<file path="src/hdl/csb_defs.svh">
// Purpose: Constants for the compare, skip and branch control block
// Assumes: 16-bit instruction words, word-addressed program counter
// Notes:   Offsets, field positions, encodings and step counts
//
// Behaviour
// - Compare-skip-equal: equal registers advance PC by 2 or 3; flags untouched.
// - Compare-immediate: subtract constant, keep no result, update Z N V C H only.
// - Skip-register-bit-clear: selected bit 0 skips next instruction; flags untouched.
// - Skip-I/O-bit-set: selected I/O bit 1 skips next instruction; flags untouched.
// - Branch-flag-set: selected status bit 1 loads PC plus offset plus 1.
// - Branch-flag-clear: selected status bit 0 loads PC plus offset plus 1.
// - Skip-register-bit-set: selected bit 1 skips next instruction; flags untouched.
// - Skip-I/O-bit-clear: selected I/O bit 0 skips next instruction; flags untouched.
`ifndef CSB_DEFS_SVH
`define CSB_DEFS_SVH

// Status register bit positions
`define CSB_FLAG_C 0
`define CSB_FLAG_Z 1
`define CSB_FLAG_N 2
`define CSB_FLAG_V 3
`define CSB_FLAG_H 5

// Instruction masks and patterns
`define CSB_MASK_CSE   16'hfc00
`define CSB_PAT_CSE    16'h1000
`define CSB_MASK_CMI   16'hf000
`define CSB_PAT_CMI    16'h3000
`define CSB_MASK_SBR   16'hfe08
`define CSB_PAT_RBC    16'hfc00
`define CSB_PAT_RBS    16'hfe00
`define CSB_MASK_SBI   16'hff00
`define CSB_PAT_IBC    16'h9900
`define CSB_PAT_IBS    16'h9b00
`define CSB_MASK_BRB   16'hfc00
`define CSB_PAT_BFS    16'hf000
`define CSB_PAT_BFC    16'hf400

// Field positions
`define CSB_BIT_LSB    0
`define CSB_OFS_MSB    9
`define CSB_OFS_LSB    3

// Program counter steps
`define CSB_STEP_SEQ   16'h0001
`define CSB_STEP_SKIP1 16'h0002
`define CSB_STEP_SKIP2 16'h0003

// Status register after reset
`define CSB_FLAGS_RST  8'h00

`endif

</file>
<file path="src/hdl/csb_pkg.sv">
// Purpose: Types for the compare, skip and branch control block
// Assumes: Constants come from csb_defs.svh
// Notes:   Carriers are packed structs
`default_nettype none
package csb_pkg;

    typedef enum logic [3:0] {
        CSB_OP_NONE,
        CSB_OP_CSE,
        CSB_OP_CMI,
        CSB_OP_RBC,
        CSB_OP_RBS,
        CSB_OP_IBC,
        CSB_OP_IBS,
        CSB_OP_BFS,
        CSB_OP_BFC
    } csb_op_e;

    // One instruction offered for execution
    typedef struct packed {
        logic [15:0] word;
        logic [15:0] pc;
        logic [7:0]  dst_val;
        logic [7:0]  src_val;
        logic [7:0]  io_val;
        logic        next_two_word;
    } csb_req_s;

    // Program counter and flag update
    typedef struct packed {
        logic        done;
        logic        pc_load;
        logic [15:0] pc_next;
        logic        flags_we;
        logic [7:0]  flags;
    } csb_res_s;

    typedef struct packed {
        csb_res_s res;
        logic     handled;
    } csb_state_s;

endpackage : csb_pkg
`default_nettype wire

</file>
<file path="src/hdl/csb_cmp_flags.sv">
// Purpose: Flags of a compare with immediate
// Assumes: Pure combinational, operands from the same clock
// Notes:   Sign flag is left as it was
`default_nettype none
`include "csb_defs.svh"
module csb_cmp_flags (
    // Operands
    input  wire logic [7:0] dst_val,
    input  wire logic [7:0] imm_val,
    input  wire logic [7:0] flags_in,
    // Result
    output logic      [7:0] flags_out
);
    logic [7:0] diff;

    always_comb begin
        diff = dst_val - imm_val;
        flags_out = flags_in;
        // Only the five compare flags move
        flags_out[`CSB_FLAG_Z] = (diff == 8'h00);
        flags_out[`CSB_FLAG_N] = diff[7];
        flags_out[`CSB_FLAG_V] = (dst_val[7] & ~imm_val[7] & ~diff[7]) | (~dst_val[7] & imm_val[7] & diff[7]);
        flags_out[`CSB_FLAG_C] = (~dst_val[7] & imm_val[7]) | (imm_val[7] & diff[7]) | (diff[7] & ~dst_val[7]);
        flags_out[`CSB_FLAG_H] = (~dst_val[3] & imm_val[3]) | (imm_val[3] & diff[3]) | (diff[3] & ~dst_val[3]);
    end

endmodule : csb_cmp_flags
`default_nettype wire

</file>
<file path="src/hdl/csb_flow_ctrl.sv">
// Purpose: Executes compare, skip and conditional branch instructions
// Assumes: Operands arrive with the instruction in the same clock cycle
// Notes:   Result follows one cycle after a taken request; done lasts one cycle with ce high and holds while ce is low, the rest is held until the next
`default_nettype none
`include "csb_defs.svh"
module csb_flow_ctrl (
    // Clock and reset
    input  wire logic              mclk,
    input  wire logic              rst_n,
    input  wire logic              ce,
    // Instruction and operands
    input  wire logic              req_valid,
    input  wire csb_pkg::csb_req_s req,
    input  wire logic [7:0]        flags_in,
    // Program counter and status update
    output logic                   done,
    output logic                   handled,
    output logic                   pc_load,
    output logic [15:0]            pc_next,
    output logic                   flags_we,
    output logic [7:0]             flags_out
);

    function automatic csb_pkg::csb_op_e decode(input logic [15:0] w);
        if ((w & `CSB_MASK_CSE) == `CSB_PAT_CSE)
            return csb_pkg::CSB_OP_CSE;
        if ((w & `CSB_MASK_CMI) == `CSB_PAT_CMI)
            return csb_pkg::CSB_OP_CMI;
        if ((w & `CSB_MASK_SBR) == `CSB_PAT_RBC)
            return csb_pkg::CSB_OP_RBC;
        if ((w & `CSB_MASK_SBR) == `CSB_PAT_RBS)
            return csb_pkg::CSB_OP_RBS;
        if ((w & `CSB_MASK_SBI) == `CSB_PAT_IBC)
            return csb_pkg::CSB_OP_IBC;
        if ((w & `CSB_MASK_SBI) == `CSB_PAT_IBS)
            return csb_pkg::CSB_OP_IBS;
        if ((w & `CSB_MASK_BRB) == `CSB_PAT_BFS)
            return csb_pkg::CSB_OP_BFS;
        if ((w & `CSB_MASK_BRB) == `CSB_PAT_BFC)
            return csb_pkg::CSB_OP_BFC;
        return csb_pkg::CSB_OP_NONE;
    endfunction : decode

    // Length of the following instruction picks the step
    function automatic logic [15:0] skip_step(input logic two_word);
        return two_word ? `CSB_STEP_SKIP2 : `CSB_STEP_SKIP1;
    endfunction : skip_step

    csb_pkg::csb_state_s state;
    csb_pkg::csb_state_s next_state;
    csb_pkg::csb_op_e    op;
    logic [7:0]          cmp_flg;
    logic [7:0]          imm_val;
    logic [2:0]          bit_sel;
    logic [15:0]         ofs;
    logic [15:0]         seq_pc;
    logic [15:0]         skip_pc;
    logic [15:0]         branch_pc;

    assign op        = decode(req.word);
    assign imm_val   = {req.word[11:8], req.word[3:0]};
    assign bit_sel   = req.word[`CSB_BIT_LSB +: 3];
    assign ofs       = {{9{req.word[`CSB_OFS_MSB]}}, req.word[`CSB_OFS_MSB:`CSB_OFS_LSB]};
    assign seq_pc    = req.pc + `CSB_STEP_SEQ;
    assign skip_pc   = req.pc + skip_step(req.next_two_word);
    assign branch_pc = req.pc + ofs + `CSB_STEP_SEQ;

    csb_cmp_flags u_cmp (
        .dst_val  (req.dst_val),
        .imm_val  (imm_val),
        .flags_in  (flags_in),
        .flags_out (cmp_flg)
    );

    always_comb begin
        next_state = state;
        next_state.res.done = 1'b0;
        if (req_valid) begin
            next_state.res.done    = 1'b1;
            next_state.handled     = (op != csb_pkg::CSB_OP_NONE);
            next_state.res.pc_load = 1'b1;
            next_state.res.pc_next = seq_pc;
            next_state.res.flags_we = 1'b0;
            next_state.res.flags    = flags_in;
            // Skips and branches never touch the flags
            unique case (op)
                csb_pkg::CSB_OP_CSE: begin
                    if (req.dst_val == req.src_val)
                        next_state.res.pc_next = skip_pc;
                end
                csb_pkg::CSB_OP_CMI: begin
                    next_state.res.flags_we = 1'b1;
                    next_state.res.flags    = cmp_flg;
                end
                csb_pkg::CSB_OP_RBC: begin
                    if (!req.src_val[bit_sel])
                        next_state.res.pc_next = skip_pc;
                end
                csb_pkg::CSB_OP_RBS: begin
                    if (req.src_val[bit_sel])
                        next_state.res.pc_next = skip_pc;
                end
                csb_pkg::CSB_OP_IBC: begin
                    if (!req.io_val[bit_sel])
                        next_state.res.pc_next = skip_pc;
                end
                csb_pkg::CSB_OP_IBS: begin
                    if (req.io_val[bit_sel])
                        next_state.res.pc_next = skip_pc;
                end
                csb_pkg::CSB_OP_BFS: begin
                    if (flags_in[bit_sel])
                        next_state.res.pc_next = branch_pc;
                end
                csb_pkg::CSB_OP_BFC: begin
                    if (!flags_in[bit_sel])
                        next_state.res.pc_next = branch_pc;
                end
                // Foreign words are left to other units
                csb_pkg::CSB_OP_NONE: begin
                    next_state.res.pc_load = 1'b0;
                end
            endcase
        end
    end

    always_ff @(posedge mclk) begin
        if (!rst_n) begin
            state.res.done    <= 1'b0;
            state.res.pc_load <= 1'b0;
            state.res.pc_next <= 16'h0000;
            state.res.flags_we <= 1'b0;
            state.res.flags    <= `CSB_FLAGS_RST;
            state.handled     <= 1'b0;
        end else if (ce) begin
            state <= next_state;
        end
    end

    assign done     = state.res.done;
    assign handled  = state.handled;
    assign pc_load  = state.res.pc_load;
    assign pc_next  = state.res.pc_next;
    assign flags_we  = state.res.flags_we;
    assign flags_out = state.res.flags;

    // Checks

    a_skip_equal_pc: assert property (@(posedge mclk) disable iff (!rst_n)
        (ce && req_valid && op == csb_pkg::CSB_OP_CSE && req.dst_val == req.src_val)
        |=> pc_load && !flags_we && pc_next == $past(req.pc) + ($past(req.next_two_word) ? 16'h0003 : 16'h0002))
        else $error("Equal compare did not skip");

    a_cmp_imm_flags: assert property (@(posedge mclk) disable iff (!rst_n)
        (ce && req_valid && op == csb_pkg::CSB_OP_CMI)
        |=> flags_we && flags_out[`CSB_FLAG_Z] == ($past(req.dst_val) == $past(imm_val))
            && flags_out[7:6] == $past(flags_in[7:6]) && flags_out[4] == $past(flags_in[4])
            && pc_next == $past(req.pc) + 16'h0001)
        else $error("Compare immediate flags wrong");

    a_reg_clr_skip: assert property (@(posedge mclk) disable iff (!rst_n)
        (ce && req_valid && op == csb_pkg::CSB_OP_RBC)
        |=> !flags_we && (pc_next - $past(req.pc) == 16'h0001) == $past(req.src_val[bit_sel]))
        else $error("Register bit clear skip wrong");

    a_io_set_skip: assert property (@(posedge mclk) disable iff (!rst_n)
        (ce && req_valid && op == csb_pkg::CSB_OP_IBS)
        |=> !flags_we && (pc_next - $past(req.pc) != 16'h0001) == $past(req.io_val[bit_sel]))
        else $error("I/O bit set skip wrong");

    a_branch_set_pc: assert property (@(posedge mclk) disable iff (!rst_n)
        (ce && req_valid && op == csb_pkg::CSB_OP_BFS && flags_in[bit_sel])
        |=> pc_load && pc_next == $past(req.pc) + $past(ofs) + 16'h0001)
        else $error("Branch on set flag missed");

    a_branch_set_seq: assert property (@(posedge mclk) disable iff (!rst_n)
        (ce && req_valid && op == csb_pkg::CSB_OP_BFS && !flags_in[bit_sel])
        |=> pc_load && !flags_we && pc_next == $past(req.pc) + 16'h0001)
        else $error("Branch on clear flag taken");

    a_branch_clr_pc: assert property (@(posedge mclk) disable iff (!rst_n)
        (ce && req_valid && op == csb_pkg::CSB_OP_BFC)
        ##1 ce [*2]
        |-> $past(pc_next, 1) == $past(req.pc, 2) + ($past(flags_in[bit_sel], 2) ? 16'h0001 : $past(ofs, 2) + 16'h0001))
        else $error("Branch on clear flag wrong");

    a_reg_set_skip: assert property (@(posedge mclk) disable iff (!rst_n)
        (ce && req_valid && op == csb_pkg::CSB_OP_RBS)
        |=> !flags_we && (pc_next - $past(req.pc) != 16'h0001) == $past(req.src_val[bit_sel]))
        else $error("Register bit set skip wrong");

    a_io_clr_skip: assert property (@(posedge mclk) disable iff (!rst_n)
        (ce && req_valid && op == csb_pkg::CSB_OP_IBC && !req.io_val[bit_sel] && req.next_two_word)
        |=> pc_next == $past(req.pc) + 16'h0003 && done)
        else $error("Two-word skip step wrong");

    a_done_pulse_hold: assert property (@(posedge mclk) disable iff (!rst_n)
        (!ce) |=> $stable(pc_next) && $stable(done))
        else $error("State moved with clock enable low");

    // The core loads from here for every word that belongs to us
    a_own_word_load: assert property (@(posedge mclk) disable iff (!rst_n)
        (ce && req_valid && op != csb_pkg::CSB_OP_NONE)
        |=> done && handled && pc_load)
        else $error("Own word not loaded");

    // Foreign words must leave the program counter to other units
    a_foreign_no_load: assert property (@(posedge mclk) disable iff (!rst_n)
        (ce && req_valid && op == csb_pkg::CSB_OP_NONE)
        |=> done && !handled && !pc_load && !flags_we)
        else $error("Foreign word acted on");

    a_flags_kept: assert property (@(posedge mclk) disable iff (!rst_n)
        (ce && req_valid && op != csb_pkg::CSB_OP_CMI)
        |=> !flags_we)
        else $error("Flags written outside compare");

    a_idle_no_done: assert property (@(posedge mclk) disable iff (!rst_n)
        (ce && !req_valid)
        |=> !done)
        else $error("Done without request");

endmodule : csb_flow_ctrl
`default_nettype wire

</file>
<file path="config.mk">
export PLATFORM = sky130hd
export DESIGN_NAME = csb_flow_ctrl
export DESIGN_NICKNAME = d
export VERILOG_FILES = /design/src/hdl/csb_pkg.sv /design/src/hdl/csb_cmp_flags.sv /design/src/hdl/csb_flow_ctrl.sv
export VERILOG_INCLUDE_DIRS = /design/src /design/src/hdl
export SDC_FILE = /design/constraint.sdc
export NUM_CORES = 1
export LEC_CHECK = 0
export BUFFER_PORTS_ARGS = -buffer_cell sky130_fd_sc_hd__buf_2
export CELL_PAD_IN_SITES_DETAIL_PLACEMENT = 0
export CELL_PAD_IN_SITES_GLOBAL_PLACEMENT = 1
export CORE_MARGIN = 2
export CORE_UTILIZATION = 36
export DETAILED_ROUTE_END_ITERATION = 8
export PLACE_DENSITY = 0.89
export SYNTH_ARGS = -nofsm -noshare
export SYNTH_HDL_FRONTEND = slang
export SYNTH_HIERARCHICAL = 1
export SYNTH_SLANG_ARGS = --single-unit
</file>
<file path="constraint.sdc">
create_clock -name mclk -period 3.2 [get_ports mclk]
set_clock_uncertainty 0.15 [all_clocks]
set_input_delay 0.64 -clock mclk [delete_from_list [all_inputs] [get_ports mclk]]
set_output_delay 0.64 -clock mclk [all_outputs]
set_load 0.005 [all_outputs]
</file>
Word level (Yosys, flattened, before mapping)

Cells that the tools add are included.

Add/sub/neg operators: 5
$lt $le $gt $ge: 1
Mux-type cells: 75
Equal/unequal tests: 17
Reduce and logical (&&, ||, !) cells: 4
Bitwise gates (word level): 18

Operator list:

| kind                                                 | count |
|---|---|
| two-way mux 16 bit                                   | 7 |
| case mux 16 bit (7 select lines)                     | 1 |
| two-way mux 4 bit                                    | 21 |
| two-way mux 1 bit                                    | 41 |
| adder 16 x 1 -> 16 bit (second input constant)       | 2 |
| equality test 8 bit (second input constant)          | 4 |
| two-way mux 28 bit                                   | 1 |
| adder 16 bit                                         | 1 |
| adder 16 x 2 -> 16 bit                               | 1 |
| equality test 4 x 3 -> 1 bit (second input constant) | 4 |
| equality test 4 x 2 -> 1 bit (second input constant) | 3 |
| equality test 6 bit (second input constant)          | 2 |
| bitwise AND 1 bit                                    | 9 |
| binary-select mux 1 bit (select 3 bit)               | 3 |
| two-way mux 9 bit                                    | 1 |
| equality test 8 bit                                  | 1 |
| logical NOT 8 bit                                    | 1 |
| subtractor 8 bit                                     | 1 |
| equality test 6 x 3 -> 1 bit (second input constant) | 1 |
| bitwise OR 1 bit                                     | 5 |
| equality test 4 x 1 -> 1 bit (second input constant) | 1 |
| equality test 4 bit (second input constant)          | 1 |
| logical NOT 4 bit                                    | 1 |
| < comparator 3 x 4 -> 1 bit (second input constant)  | 1 |
| 3 further kinds                                      | 6 |

Output and inout bits: 28
Bits of input ports: 69
Logic and storage cells: 126
Bits in registers: 28

Depth between registers and ports, before layout

Depth in word-level cells: 41
Mapped depth: 14
Gate-level depth less buffers: 14

By module

The synthesis kept the hierarchy.

By module, submodules not included:

| module        | sequential area each (um^2) | area each (um^2) | instances | cells each |
|---|---|---|---|---|
| csb_flow_ctrl | 540.5                       | 3716.1           | 1         | 508 |
| csb_cmp_flags | 0.0                         | 450.4            | 1         | 56 |

Least setup slack after synthesis

No wires, ideal clock.

Path kind: input-to-reg
From: in req[43] in the netlist's numbering
To: reg state (netlist bit flags_out[1])
Cell stages on the path: 14
Required time: 2.934 ns
Data arrival time: 2.816 ns
Setup slack: 0.118 ns
Path through: inv_1 ha_1 a21oi_1 nand2_1 a41oi_1 nand2b_1 a21oi_1 fa_1 nand4b_1 nor3_2 and3_1 mux2i_1 nand2_1 o211a_1

Cells in the longest elaborated chain, start to end: 3

Ends and longest elaborated chain:

| item                 | RTL line             | RTL |
|---|---|---|
| from (decl)          | csb_flow_ctrl.sv:13  | `input wire csb_pkg::csb_req_s req,` |
| subtractor 8 bit     | csb_cmp_flags.sv:17  | `diff = dst_val - imm_val;` |
| logical NOT 8 bit    | csb_cmp_flags.sv:20  | `` flags_out[`CSB_FLAG_Z] = (diff == 8'h00); `` |
| net cmp_flg[1]       | csb_flow_ctrl.sv:52  | `logic [7:0] cmp_flg;` |
| two-way mux 9 bit    | csb_flow_ctrl.sv:86  | `unique case (op)` |
| to (signal assigned) | csb_flow_ctrl.sv:136 | `state <= next_state;` |
| to (decl)            | csb_flow_ctrl.sv:49  | `csb_pkg::csb_state_s state;` |

The timed path passes the listed nets, and every way through them passes these cells.
A chain may end at the register's enable or synchronous reset.

Worst setup path after layout

Same ends and word-level chain as after synthesis.

==> results <==
- The initialized floorplan defines 39 standard-cell rows.
- The final hold violation count was 0.
- For this design, the slowest cell found on the critical path is fa_1.
- Summed over all layers, the routed wires come to 14.6 mm.
- The timing-limited maximum frequency is 0.325 GHz.
- The cell family with the largest share of critical-path delay is adder cells.
- The synthesized design spends more area on one cell type than any other, namely dfxtp_1.
- The peak ir drop on the vdd network is 0.000175 V.
- The number of antenna violations at the first check in global routing came to 0.
- The fraction of met1 tracks used by global routing is 32.4%.
- The completed layout was analyzed and its total power is 0.00135 W.
- After synthesis, the largest area contributor takes up 13.0% of total cell area.
- The total leakage power is 2.49 nW.
- Counting flops with an async set or reset pin after synthesis yields a share of 0%.
- After synthesis the cells add up to 4170 um^2.
- The kind of launch point of the worst setup path is an input pin.
- The number of nets produced by synthesis is 665.
- The instance count of the mapped netlist is 564.
- The synthesized flop and latch total is 27.
- The half-perimeter wire length after detailed placement is 12.2 mm.
- The distinct cell type count of the synthesized netlist is 75.
- The width of the die is 112 um.
- The net count of the finished layout is 811.
- The detail-routed via count per cell is 5.71.
- The clock root buffer is clkbuf_16.
- In this run the cell area measured after placement is 5250 um^2.
- The startpoint-to-endpoint class of the critical path is in -> reg.
- The maximum cell stage delay along the critical path is 0.49 ns.
- Together, buffers and inverters on the worst path number 2.
- The global placement routability congestion is 1.01.
- For this run, the number of Yosys warnings is 6.
- After clock tree synthesis, the clock-pin slew on the worst setup and hold paths is 0.07 ns.
- The number of flops mapped to enable cells by yosys is 0.
- In the post-synthesis netlist, the biggest area contributors are dfxtp_1 13%, ha_1 8.4%, mux2i_1 7.0%.
- The number of global-route vias before repair came to 4706.
- The insertion delay to the later sink of the worst-skew pair is 0.27 ns.
- The final design area excluding fillers is 5360 um^2.
- The clock net in this run drives a total of 27 sinks.
- The worst setup path is captured at a flop.
- The first global-routing pass estimated 23.8 mm of wire.
- The standard cell core area is 11400 um^2.
- The total setup buffers inserted after CTS is 0.
- In the finished design, the share of the clock period the worst path needs comes to 96.0%.
- The vertical die dimension is 112 um.
- The remaining max-slew budget at the tightest pin is 58.4%.
- The fraction of met3 tracks used by global routing is 2.45%.
- The global-route met2 utilization is 38.0%.
- The detailed router placed 4863 vias in this run.
- The leftover overflow at the end of global routing is 0.
- The buffer levels on the longest clock path is 2.
- The number of remaining DRC errors is 0.
- TritonCTS built the clock tree.
- The initial DRC count is 420.
- The maximum number of pins on one net before global-route repair is 31.
- The final critical-path required period is 3.07 ns.
- The area of the die is 12500 um^2.
- The sequential area share after synthesis is 13.0%.
- The critical path goes through buf_2, inv_1, ha_1, a21oi_1, nand2_1, a41oi_2, nand2b_1, a21oi_1, fa_1, nand4b_1, nor3_2, and3_1, mux2i_1, nand2_1, o211a_1.
- The detailed-router iteration count before antenna repair is 5.
- Global routing used 23.2% of the available tracks across all layers.
- The relative area change from synthesis to final layout is 28.6%.
- Setup violations remaining at the end of the flow were counted as 0.
- For this design the top-level I/O count stands at 97.
- The maximum fanout along the worst path is 3.
- The power per cell area is 252 nW/um^2.
- The required time of the critical path is 3.22 ns.
- Clock tree synthesis inserted a total of 3 buffers.
- The max-slew violation count is 0.
- The mean area per synthesized cell is 7.39 um^2.
- At the end of the flow the core is filled with cells to 47.1%.
- The tightest min-delay check is of the reg -> reg type.
- The top flip-flop cell by instance count after synthesis is dfxtp_1.
- Setup repair after global routing could not meet its margin everywhere.
- The number of port buffers is 96.
- The initial utilization of the core area, before any placement, comes to 36.6%.
- Across the run, the number of max-cap violations was 0.
- The peak-usage layer in the global routing report is met2.
- The H-tree level count is 1.
- Of the cells placed in the final design, the portion with a size suffix greater than 1 is 28.3%.
- The quantity of hold-fixing buffers added after cts is 0.
- After detailed routing, the average wire length per cell comes to 17.2 um.
- The slew at the pin closest to its max-slew limit is 0.624 ns.
- In this run the remaining antenna-violating nets after routing total 0.
- Data on the critical path arrives at its endpoint at 3.09 ns.
- The flow ran to the end, and the final reports show no timing, DRC or antenna violations.
- The number of antenna diodes in the final layout is 0.
[sequential cells by signal (all words and copies together), names as in the netlist]
register / count
flags_we: 1
handled: 1
flags_out: 8
pc_next: 16
done: 1
[path summary, 6_finish.rpt]
check	endpoint	startpoint	depth (start not counted)	slack [ns]
worst min-delay path	pc_next[13]	pc_next[13]	2	0.33
worst max register to register	pc_next[12]	pc_next[12]	4	2.11
worst max-delay path	flags_out[1]	req[43]	15	0.13
worst min register to register	pc_next[13]	pc_next[13]	2	0.33
[cells in the mapped netlist (8+ instances only)]
library cell	count
xnor2_1	30
o21ai_0	38
clkbuf_1	23
a211oi_1	8
nor2_1	40
nor3_1	13
nand3_1	28
ha_1	28
a21oi_1	42
nand2_1	50
dfxtp_1	27
inv_1	23
nand2b_1	13
mux2i_1	29
xor2_1	21
o211a_1	9
[metrics by stage]
step	cells	setup TNS (ns)	setup slack [ns]	hold slack, ns
floorplan	564	0	0.118	0.307
CTS	852	0	0.0777	0.331
global route	852	-0.00183	-0.00183	0.347
finish	852	0	0.127	0.326
global placement	848	-0.554	-0.258	0.307
detailed placement	848	-0.737	-0.307	0.318
[placed cells by master (no fill, tap or decap), types with 5 or more instances in the layout]
cell,n
mux2i_1,29
a31oi_1,6
nand3_1,28
nor4_1,7
nor2_1,40
xor2_1,21
ha_1,28
buf_2,96
buf_4,77
a21oi_1,42
a211oi_1,8
nor2b_1,5
nand2b_1,13
xnor2_1,30
nand2_1,50
and3_1,5
o21ai_0,38
inv_1,23
dfxtp_1,27
o211a_1,9
nor3_1,12
o211ai_1,7
nand4_1,7
[tightest hold or removal path, stage by stage (launching register included)]
cell,delay (ns)
dfxtp_1,0.31
nand3_1,0.06
o21ai_1,0.06
[where the power goes]
part           internal, W  switching [W]  total [W]
Combinational     0.000306       0.000367   0.000673
Clock             0.000173       0.000133   0.000307
Sequential        0.000357      0.0000132   0.000371
[logic make-up after synthesis]
kind of cell             count (synthesis)  synth area share, %
XOR/XNOR                                53                 11.5
AO/OA/AOI/OAI                          168                 27.2
buffers and inverters                   55                 5.71
flip-flops                              27                 13.0
multiplexers                            34                 8.65
AND/OR/NAND/NOR                        195                 23.6
adder cells (fa/ha/maj)                 32                 10.3
[metal layers]
metal	share of wire, %	vias up
met5	0	-
li1	-	2369
met4	2.8	0
met1	47	2281
met2	44	183
met3	6.0	30
[final cells by class]
type,instances,area (um^2)
clock inverter,1,8.76
sequential,27,541
inverter,23,86.3
tap,143,179
timing repair buffer,173,1060
fill,1172,6010
clock buffer,3,75.1
multi-input combinational,482,3410
[what timing repair did]
item / CTS / global route
endpoints found under the hold margin: 0 / 0
resized for setup: 1 / 4
endpoints found under the setup margin: 1 / 5
(Power assumes the default switching activity.)
